<file path="src/include/gpiom_regs.vh">
// Register map and field layout of the eight-bit port M block
`ifndef GPIOM_REGS_VH
`define GPIOM_REGS_VH
`define GPIOM_ADDR_W         8
`define GPIOM_OFF_DATA       8'h00
`define GPIOM_OFF_OUT_EN     8'h04
`define GPIOM_OFF_ALT_ONE    8'h08
`define GPIOM_OFF_ALT_TWO    8'h0c
`define GPIOM_OFF_ALT_THREE  8'h10
`define GPIOM_OFF_OPEN_DRAIN 8'h28
`define GPIOM_OFF_PULLUP     8'h2c
`define GPIOM_OFF_IN_EN      8'h38
`define GPIOM_OFF_PIN_LEVEL  8'h3c
`define GPIOM_RESET_BYTE     8'h00
`define GPIOM_ALT_TWO_MASK   8'h0f
`define GPIOM_ALT_THREE_MASK 8'h11
`define GPIOM_FULL_MASK      8'hff
`define GPIOM_RESP_OKAY      2'b00
`define GPIOM_RESP_SLVERR    2'b10
`define GPIOM_SYNC_RESET     8'h00
`endif

</file>
<file path="src/rtl/gpiom_sync.v">
// Two flip-flop synchroniser for the pad input levels
module gpiom_sync #(
    parameter WIDTH = 8
) (
    input  wire             aclk,
    input  wire             aresetn,
    input  wire [WIDTH-1:0] async_in,
    output reg  [WIDTH-1:0] sync_out
);
    reg [WIDTH-1:0] meta_reg;
    always @(posedge aclk) begin
        if (!aresetn) begin
            meta_reg <= {WIDTH{1'b0}};
            sync_out <= {WIDTH{1'b0}};
        end else begin
            meta_reg <= async_in;
            sync_out <= meta_reg;
        end
    end
endmodule

</file>
<file path="src/rtl/gpiom_port.v">
// Port M pin logic: AXI4-Lite registers, function routing and pad control
//
// Our own choice: the AXI4-Lite interface to the registers.
`include "gpiom_regs.vh"
module gpiom_port #(
    parameter PINS = 8
) (
    input  wire            aclk,
    input  wire            aresetn,
    input  wire [7:0]      s_axi_awaddr,
    input  wire            s_axi_awvalid,
    output reg             s_axi_awready,
    input  wire [31:0]     s_axi_wdata,
    input  wire [3:0]      s_axi_wstrb,
    input  wire            s_axi_wvalid,
    output reg             s_axi_wready,
    output reg  [1:0]      s_axi_bresp,
    output reg             s_axi_bvalid,
    input  wire            s_axi_bready,
    input  wire [7:0]      s_axi_araddr,
    input  wire            s_axi_arvalid,
    output reg             s_axi_arready,
    output reg  [31:0]     s_axi_rdata,
    output reg  [1:0]      s_axi_rresp,
    output reg             s_axi_rvalid,
    input  wire            s_axi_rready,
    input  wire [PINS-1:0] pad_in,
    output reg  [PINS-1:0] pad_out,
    output reg  [PINS-1:0] pad_oe_n,
    output reg  [PINS-1:0] pad_pullup_en,
    output reg  [PINS-1:0] pad_input_en,
    input  wire            stop_mode,
    input  wire            stop_mode_pin_drive_enable,
    input  wire            serial_transmit_two,
    input  wire            serial_clock_two_out,
    input  wire            serial_transmit_three,
    input  wire            serial_clock_three_out,
    input  wire            timer_output_three,
    input  wire            alarm_output,
    output reg             serial_receive_two,
    output reg             serial_receive_three,
    output reg             serial_clock_two_in,
    output reg             serial_clock_three_in,
    output reg             external_interrupt_two,
    output reg             external_interrupt_three,
    output reg             timer_one_capture_input_zero,
    output reg             timer_one_capture_input_one,
    output reg             clear_to_send_two,
    output reg             clear_to_send_three
);
    ////////////////////////////////////////////////////////////////////////////
    reg  [7:0] port_m_pin_data_reg;
    reg  [7:0] port_m_output_enable_reg;
    reg  [7:0] port_m_alt_select_one_reg;
    reg  [7:0] port_m_alt_select_two_reg;
    reg  [7:0] port_m_alt_select_three_reg;
    reg  [7:0] port_m_open_drain_select_reg;
    reg  [7:0] port_m_pullup_enable_reg;
    reg  [7:0] port_m_input_enable_reg;
    reg  [7:0] aw_addr_reg;
    reg        aw_held_reg;
    reg [31:0] w_data_reg;
    reg  [3:0] w_strb_reg;
    reg        w_held_reg;
    wire [7:0] pin_level;

    gpiom_sync #(
        .WIDTH (PINS)
    ) u_sync (
        .aclk     (aclk),
        .aresetn  (aresetn),
        .async_in (pad_in),
        .sync_out (pin_level)
    );

    // Offset decode shared by both channels
    function known_offset;
        input [7:0] a;
        begin
            case (a)
                `GPIOM_OFF_DATA, `GPIOM_OFF_OUT_EN, `GPIOM_OFF_ALT_ONE,
                `GPIOM_OFF_ALT_TWO, `GPIOM_OFF_ALT_THREE, `GPIOM_OFF_OPEN_DRAIN,
                `GPIOM_OFF_PULLUP, `GPIOM_OFF_IN_EN, `GPIOM_OFF_PIN_LEVEL:
                    known_offset = 1'b1;
                default: known_offset = 1'b0;
            endcase
        end
    endfunction

    ////////////////////////////////////////////////////////////////////////////
    // Write path: address and data taken in either order, then one response
    wire do_write = aw_held_reg && w_held_reg && !s_axi_bvalid;
    wire [7:0] wbyte = w_data_reg[7:0];
    wire       wlane = w_strb_reg[0];

    always @(posedge aclk) begin
        if (!aresetn) begin
            aw_held_reg   <= 1'b0;
            w_held_reg    <= 1'b0;
            aw_addr_reg   <= `GPIOM_RESET_BYTE;
            w_data_reg    <= 32'h0000_0000;
            w_strb_reg    <= 4'h0;
            s_axi_awready <= 1'b0;
            s_axi_wready  <= 1'b0;
            s_axi_bvalid  <= 1'b0;
            s_axi_bresp   <= `GPIOM_RESP_OKAY;
            port_m_pin_data_reg          <= `GPIOM_RESET_BYTE;
            port_m_output_enable_reg     <= `GPIOM_RESET_BYTE;
            port_m_alt_select_one_reg    <= `GPIOM_RESET_BYTE;
            port_m_alt_select_two_reg    <= `GPIOM_RESET_BYTE;
            port_m_alt_select_three_reg  <= `GPIOM_RESET_BYTE;
            port_m_open_drain_select_reg <= `GPIOM_RESET_BYTE;
            port_m_pullup_enable_reg     <= `GPIOM_RESET_BYTE;
            port_m_input_enable_reg      <= `GPIOM_RESET_BYTE;
        end else begin
            s_axi_awready <= !aw_held_reg && !s_axi_awready && s_axi_awvalid;
            s_axi_wready  <= !w_held_reg && !s_axi_wready && s_axi_wvalid;
            if (s_axi_awvalid && s_axi_awready) begin
                aw_held_reg <= 1'b1;
                aw_addr_reg <= s_axi_awaddr;
            end
            if (s_axi_wvalid && s_axi_wready) begin
                w_held_reg <= 1'b1;
                w_data_reg <= s_axi_wdata;
                w_strb_reg <= s_axi_wstrb;
            end
            if (do_write) begin
                aw_held_reg  <= 1'b0;
                w_held_reg   <= 1'b0;
                s_axi_bvalid <= 1'b1;
                s_axi_bresp  <= known_offset(aw_addr_reg) ? `GPIOM_RESP_OKAY
                                                          : `GPIOM_RESP_SLVERR;
                // Only byte lane 0 holds bits; upper lanes are ignored
                if (wlane) begin
                    case (aw_addr_reg)
                        `GPIOM_OFF_DATA:       port_m_pin_data_reg <= wbyte;
                        `GPIOM_OFF_OUT_EN:     port_m_output_enable_reg <= wbyte;
                        `GPIOM_OFF_ALT_ONE:    port_m_alt_select_one_reg <= wbyte;
                        `GPIOM_OFF_ALT_TWO:
                            port_m_alt_select_two_reg <= wbyte & `GPIOM_ALT_TWO_MASK;
                        `GPIOM_OFF_ALT_THREE:
                            port_m_alt_select_three_reg <= wbyte & `GPIOM_ALT_THREE_MASK;
                        `GPIOM_OFF_OPEN_DRAIN: port_m_open_drain_select_reg <= wbyte;
                        `GPIOM_OFF_PULLUP:     port_m_pullup_enable_reg <= wbyte;
                        `GPIOM_OFF_IN_EN:      port_m_input_enable_reg <= wbyte;
                        default: ;
                    endcase
                end
            end else if (s_axi_bvalid && s_axi_bready) begin
                s_axi_bvalid <= 1'b0;
            end
        end
    end

    ////////////////////////////////////////////////////////////////////////////
    // Read path: one cycle from address taken to data valid
    reg [7:0] rbyte;
    always @* begin
        case (s_axi_araddr)
            `GPIOM_OFF_DATA:       rbyte = port_m_pin_data_reg;
            `GPIOM_OFF_OUT_EN:     rbyte = port_m_output_enable_reg;
            `GPIOM_OFF_ALT_ONE:    rbyte = port_m_alt_select_one_reg;
            `GPIOM_OFF_ALT_TWO:    rbyte = port_m_alt_select_two_reg;
            `GPIOM_OFF_ALT_THREE:  rbyte = port_m_alt_select_three_reg;
            `GPIOM_OFF_OPEN_DRAIN: rbyte = port_m_open_drain_select_reg;
            `GPIOM_OFF_PULLUP:     rbyte = port_m_pullup_enable_reg;
            `GPIOM_OFF_IN_EN:      rbyte = port_m_input_enable_reg;
            // Synchronised pad levels, gated by input enable
            `GPIOM_OFF_PIN_LEVEL:  rbyte = pin_level & port_m_input_enable_reg;
            default:               rbyte = `GPIOM_RESET_BYTE;
        endcase
    end

    always @(posedge aclk) begin
        if (!aresetn) begin
            s_axi_arready <= 1'b0;
            s_axi_rvalid  <= 1'b0;
            s_axi_rdata   <= 32'h0000_0000;
            s_axi_rresp   <= `GPIOM_RESP_OKAY;
        end else begin
            s_axi_arready <= !s_axi_arready && !s_axi_rvalid && s_axi_arvalid;
            if (s_axi_arvalid && s_axi_arready) begin
                s_axi_rvalid <= 1'b1;
                s_axi_rdata  <= {24'h00_0000, rbyte};
                s_axi_rresp  <= known_offset(s_axi_araddr) ? `GPIOM_RESP_OKAY
                                                           : `GPIOM_RESP_SLVERR;
            end else if (s_axi_rvalid && s_axi_rready) begin
                s_axi_rvalid <= 1'b0;
            end
        end
    end

    ////////////////////////////////////////////////////////////////////////////
    // Pin routing; overlapping selects are the software's fault, an output
    // function wins over an input so the pin still has one defined source
    wire [7:0] sel_one   = port_m_alt_select_one_reg;
    wire [7:0] sel_two   = port_m_alt_select_two_reg;
    wire [7:0] sel_three = port_m_alt_select_three_reg;
    wire [7:0] in_en     = port_m_input_enable_reg;
    wire [7:0] gated_in  = pin_level & in_en;
    // Pins whose selected function is a peripheral output
    wire [7:0] func_out_sel = {1'b0, 1'b0, sel_one[5], sel_one[4], 1'b0, 1'b0,
                               sel_one[1], sel_one[0]} |
                              {4'h0, sel_two[3], sel_two[2], 2'b00};
    wire [7:0] func_out_val = {2'b00, serial_transmit_three, serial_clock_three_out,
                               2'b00, serial_transmit_two, serial_clock_two_out} |
                              {4'h0, timer_output_three, alarm_output, 2'b00};
    // Pins routed to a peripheral input: output driver stays off
    wire [7:0] func_in_sel  = {sel_one[7], sel_one[6], 2'b00, sel_one[3], sel_one[2],
                               2'b00} | {6'h00, sel_two[1:0]} | sel_three;
    // Stop mode with drive off releases pins; wake inputs keep their path
    wire drive_ok = !stop_mode || stop_mode_pin_drive_enable;

    reg [7:0] out_val;
    reg [7:0] drive;
    integer i;
    always @* begin
        out_val = `GPIOM_RESET_BYTE;
        drive   = `GPIOM_RESET_BYTE;
        for (i = 0; i < PINS; i = i + 1) begin
            if (func_out_sel[i]) begin
                out_val[i] = func_out_val[i];
                drive[i]   = 1'b1;
            end else if (!func_in_sel[i]) begin
                out_val[i] = port_m_pin_data_reg[i];
                drive[i]   = port_m_output_enable_reg[i];
            end
            // Open-drain only pulls low; a high level is released
            if (port_m_open_drain_select_reg[i] && out_val[i]) begin
                drive[i] = 1'b0;
            end
            if (!drive_ok) begin
                drive[i] = 1'b0;
            end
        end
    end

    always @(posedge aclk) begin
        if (!aresetn) begin
            pad_out       <= `GPIOM_RESET_BYTE;
            pad_oe_n      <= `GPIOM_FULL_MASK;
            pad_pullup_en <= `GPIOM_RESET_BYTE;
            pad_input_en  <= `GPIOM_RESET_BYTE;
            serial_receive_two           <= 1'b0;
            serial_receive_three         <= 1'b0;
            serial_clock_two_in          <= 1'b0;
            serial_clock_three_in        <= 1'b0;
            external_interrupt_two       <= 1'b0;
            external_interrupt_three     <= 1'b0;
            timer_one_capture_input_zero <= 1'b0;
            timer_one_capture_input_one  <= 1'b0;
            clear_to_send_two            <= 1'b0;
            clear_to_send_three          <= 1'b0;
        end else begin
            pad_out       <= out_val;
            pad_oe_n      <= ~drive;
            pad_pullup_en <= port_m_pullup_enable_reg;
            pad_input_en  <= in_en;
            serial_receive_two    <= gated_in[2] & sel_one[2];
            serial_receive_three  <= gated_in[6] & sel_one[6];
            serial_clock_two_in   <= gated_in[0] & sel_one[0];
            serial_clock_three_in <= gated_in[4] & sel_one[4];
            // In stop mode only selected inputs wake; otherwise enable alone
            external_interrupt_two   <= gated_in[3] & (sel_one[3] | !stop_mode);
            external_interrupt_three <= gated_in[7] & (sel_one[7] | !stop_mode);
            timer_one_capture_input_zero <= gated_in[0] & sel_two[0];
            timer_one_capture_input_one  <= gated_in[1] & sel_two[1];
            clear_to_send_two   <= gated_in[0] & sel_three[0];
            clear_to_send_three <= gated_in[4] & sel_three[4];
        end
    end
endmodule

</file>
<file path="config.mk">
export PLATFORM = sky130hd
export DESIGN_NAME = gpiom_port
export DESIGN_NICKNAME = d
export VERILOG_FILES = /design/src/rtl/gpiom_sync.v /design/src/rtl/gpiom_port.v
export VERILOG_INCLUDE_DIRS = /design/src /design/src/include
export SDC_FILE = /design/constraint.sdc
export NUM_CORES = 1
export LEC_CHECK = 0
export BUFFER_PORTS_ARGS = -buffer_cell sky130_fd_sc_hd__buf_2
export CAP_MARGIN = 20
export CORE_UTILIZATION = 56
export DETAILED_ROUTE_END_ITERATION = 7
export PLACE_DENSITY = 0.91
export SYNTH_ARGS = -nofsm -noshare
export SYNTH_HDL_FRONTEND = slang
export SYNTH_HIERARCHICAL = 1
export SYNTH_SLANG_ARGS = --single-unit
</file>
<file path="constraint.sdc">
create_clock -name aclk -period 4.7 [get_ports aclk]
set_input_delay 0.235 -clock aclk [delete_from_list [all_inputs] [get_ports aclk]]
set_output_delay 0.235 -clock aclk [all_outputs]
set_load 0.005 [all_outputs]
</file>
==> results.toml <==
[route]
vias = 5007
routed_wl_um = 16300
drc = 0
first_pass_iters = 6
viasPerCell = 5.69
wire_per_inst_um = 18.6
drtIter0Drc = 379
ant_nets = 0

[clock_tree]
cts-buffers-inserted = 17
root_buffer = "clkbuf_8"
cts-htree-levels = 4
clk_latency_ps = 530
cts_sinks = 146
cts.path.max_buffers = 2
cts_resized = 0
tritoncts = "done"
path_clk_slew_ps = 70

[worst_setup_path]
crit_type = "flip-flop to flip-flop"
regToRegStartpoint = "aw_addr_reg[0]"
cp_max_fo = 8
r2r_slack_ps = 2520
cp-end-kind = "flip-flop"
critPathRequiredTime_ps = 5090
cp-start-kind = "flip-flop"
reg2reg_to = "in_en[0]"
arrival_ps = 2570
worstRegToRegCells = 4

[global_route]
grt_pass1_wl_um = 25700
grt_overflow_total = 0
antenna_found_initial = 0
grt_usage_pct = 30.9
grt_max_degree = 79
grt_pass1_vias = 4916

[yosys]
synthTopCellsByCount = "146 x dfxtp_1, 80 x nand2_1, 65 x mux2i_1"
seq_area_frac_synth_pct = 50.1
avgSynthCellArea_um2 = 9.65
ys.flop_type = "dfxtp_1"
yosys.area.top_type_share_pct = 50.1
synth_edf_count = 0
synth_area_leaders = "dfxtp_1 50%, mux2i_1 11%, nand2_1 5.1%"
synth_most_common_cell = "dfxtp_1"
yosysTopAreaCell = "dfxtp_1"
synth_cell_types = 58
synthesis.area_mm2 = 0.00584
async_flop_share_pct = 0
ys_warn_count = 6
netlist_instances = 605
ys_seq_elements = 146

[layout]
antennaDiodeCount = 0
final_cells = 880
area_growth_pct = 23.2
nNetsFinal = 809
drive_above_1_share_pct = 22.2

[min_path]
hold_class = "input pin to flip-flop"
hold_end = "s_axi_bvalid"
holdCritStartpoint = "s_axi_bready"
holdPathStages = 4

[power_and_ir_drop]
switching_share_pct = 23.5
switchingPower_uw = 622
power.density_mw_per_mm2 = 368
internal-power_mw = 2.02
clkPwrFrac_pct = 47.1
comb_power_share_pct = 4.9
p_seq_share_pct = 47.9
peakVddDrop_mv = 0.251
p_leak_nw = 3.07

[place]
hpwl_um = 10400
placed_cells = 815
gp_congestion = 0.931
numPortBuffers = 104

[floorplan]
dieHeight_um = 104
rows = 36
dieWidth_um = 104
initial_core_util_pct = 58.6
core_mm2 = 0.00995
die-area_mm2 = 0.0108
io_pins = 158

[sta]
slew_violations = 0
max_freq_mhz = 459
setup_tns_ps = 0
fin_skew_ps = 8.84
setup_viol = 0
tightest_slew_ps = 1030
hold_viol_final = 0
rsz0062_at_grt = "no"
slew_headroom_pct = 30.3
fin_crit_ps = 2180
final.period_utilization_pct = 46.3

[job]
max_cap_viol_count = 0

[status]
status = "completed"
metrics by stage:
| stage | area, um^2 | hold WS, ps | power (mW) | utilization, % | worst slack [ps] |
|---|---|---|---|---|---|
| final | 7190 | 9.60 | 2.64 | 72.2 | 2520 |
| after global routing | 7190 | 18.7 | 2.71 | 72.2 | 2330 |
| after CTS | 7190 | 7.46 | 2.63 | 72.2 | 2580 |
| after detailed placement | 6320 | 421 | 1.40 | 63.5 | 2590 |
| after global placement | 6320 | 419 | 1.39 | 63.5 | 2570 |
| after floorplan | 5930 | 326 | 1.37 | - | 2980 |
cells by family (layout without fill, tap and decap cells):
| group | after synthesis | count (layout) | synth area share [%] |
|---|---|---|---|
| multiplexers | 71 | 71 | 12.5 |
| flip-flops | 146 | 146 | 50.1 |
| AO/OA/AOI/OAI | 78 | 78 | 9.11 |
| other | 1 | 26 | 0.0643 |
| buffers and inverters | 71 | 188 | 6.58 |
| AND/OR/NAND/NOR | 238 | 238 | 21.7 |
power groups by stage:
stage | registers [mW] | logic, mW | clock network [mW]
2_1_floorplan | 1.29 | 0.0822 | 0
3_3_place_gp | 1.29 | 0.103 | 0
3_5_place_dp | 1.29 | 0.104 | 0
4_1_cts | 1.27 | 0.126 | 1.24
5_1_grt | 1.27 | 0.140 | 1.31
6_report | 1.27 | 0.131 | 1.25
repair_timing:
| action | 4_1_cts | 5_1_grt |
|---|---|---|
| endpoints found under the hold margin | 34 | 0 |
| hold buffers | 33 | 0 |
| buffers inserted | 0 | 0 |
area by class of cell:
type / count / area, um^2
Clock buffer: 19 / 432
Clock inverter: 13 / 111
Fill cell: 714 / 2760
Inverter: 15 / 56.3
Multi-Input combinational cell: 413 / 2620
Sequential cell: 146 / 2920
Tap cell: 133 / 166
Timing Repair Buffer: 141 / 881
metal layers:
metal,part of all wire [%],vias up,global-route usage [%]
met1,40,2376,37.8
met3,7.7,49,6.58
met4,3.8,0,15.7
li1,-,2304,-
met5,0,-,0
met2,48,278,51.5
placed cells by master, fill, tap and decap left out, types with 5 or more instances in the layout:
master / instances
and3_1: 7
clkbuf_16: 16
nor3b_1: 8
and2_2: 12
nand2b_1: 7
nor2b_1: 5
dlygate4sd3_1: 33
nand2_1: 80
clkinv_2: 5
nand3_1: 10
a21oi_1: 33
dfxtp_1: 146
nand4_1: 7
o221ai_1: 5
and2_1: 25
nor2_1: 38
buf_2: 104
inv_1: 15
o211ai_1: 8
mux2i_1: 65
mux2_2: 5
conb_1: 26
nor3_1: 12
o21ai_0: 5
worst max-delay path by stage:
stage | startpoint | endpoint | slack (ps) | cells past startpoint
2_1_floorplan | aw_addr_reg[0] | port_m_alt_select_one_reg[0] | 2980 | 5
3_3_place_gp | s_axi_araddr[2] | s_axi_rdata[3] | 2570 | 5
3_5_place_dp | s_axi_araddr[7] | s_axi_rdata[3] | 2590 | 5
4_1_cts | aw_addr_reg[0] | in_en[0] | 2580 | 4
5_1_grt | aw_addr_reg[0] | in_en[6] | 2330 | 4
6_report | aw_addr_reg[0] | in_en[0] | 2520 | 4
critical path, cell delays in order (launching register included):
cell	delay, ps
dfxtp_1	320
nor4_2	530
nand4_1	740
mux2i_1	360
nor2_1	70
(Power assumes the default switching activity.)
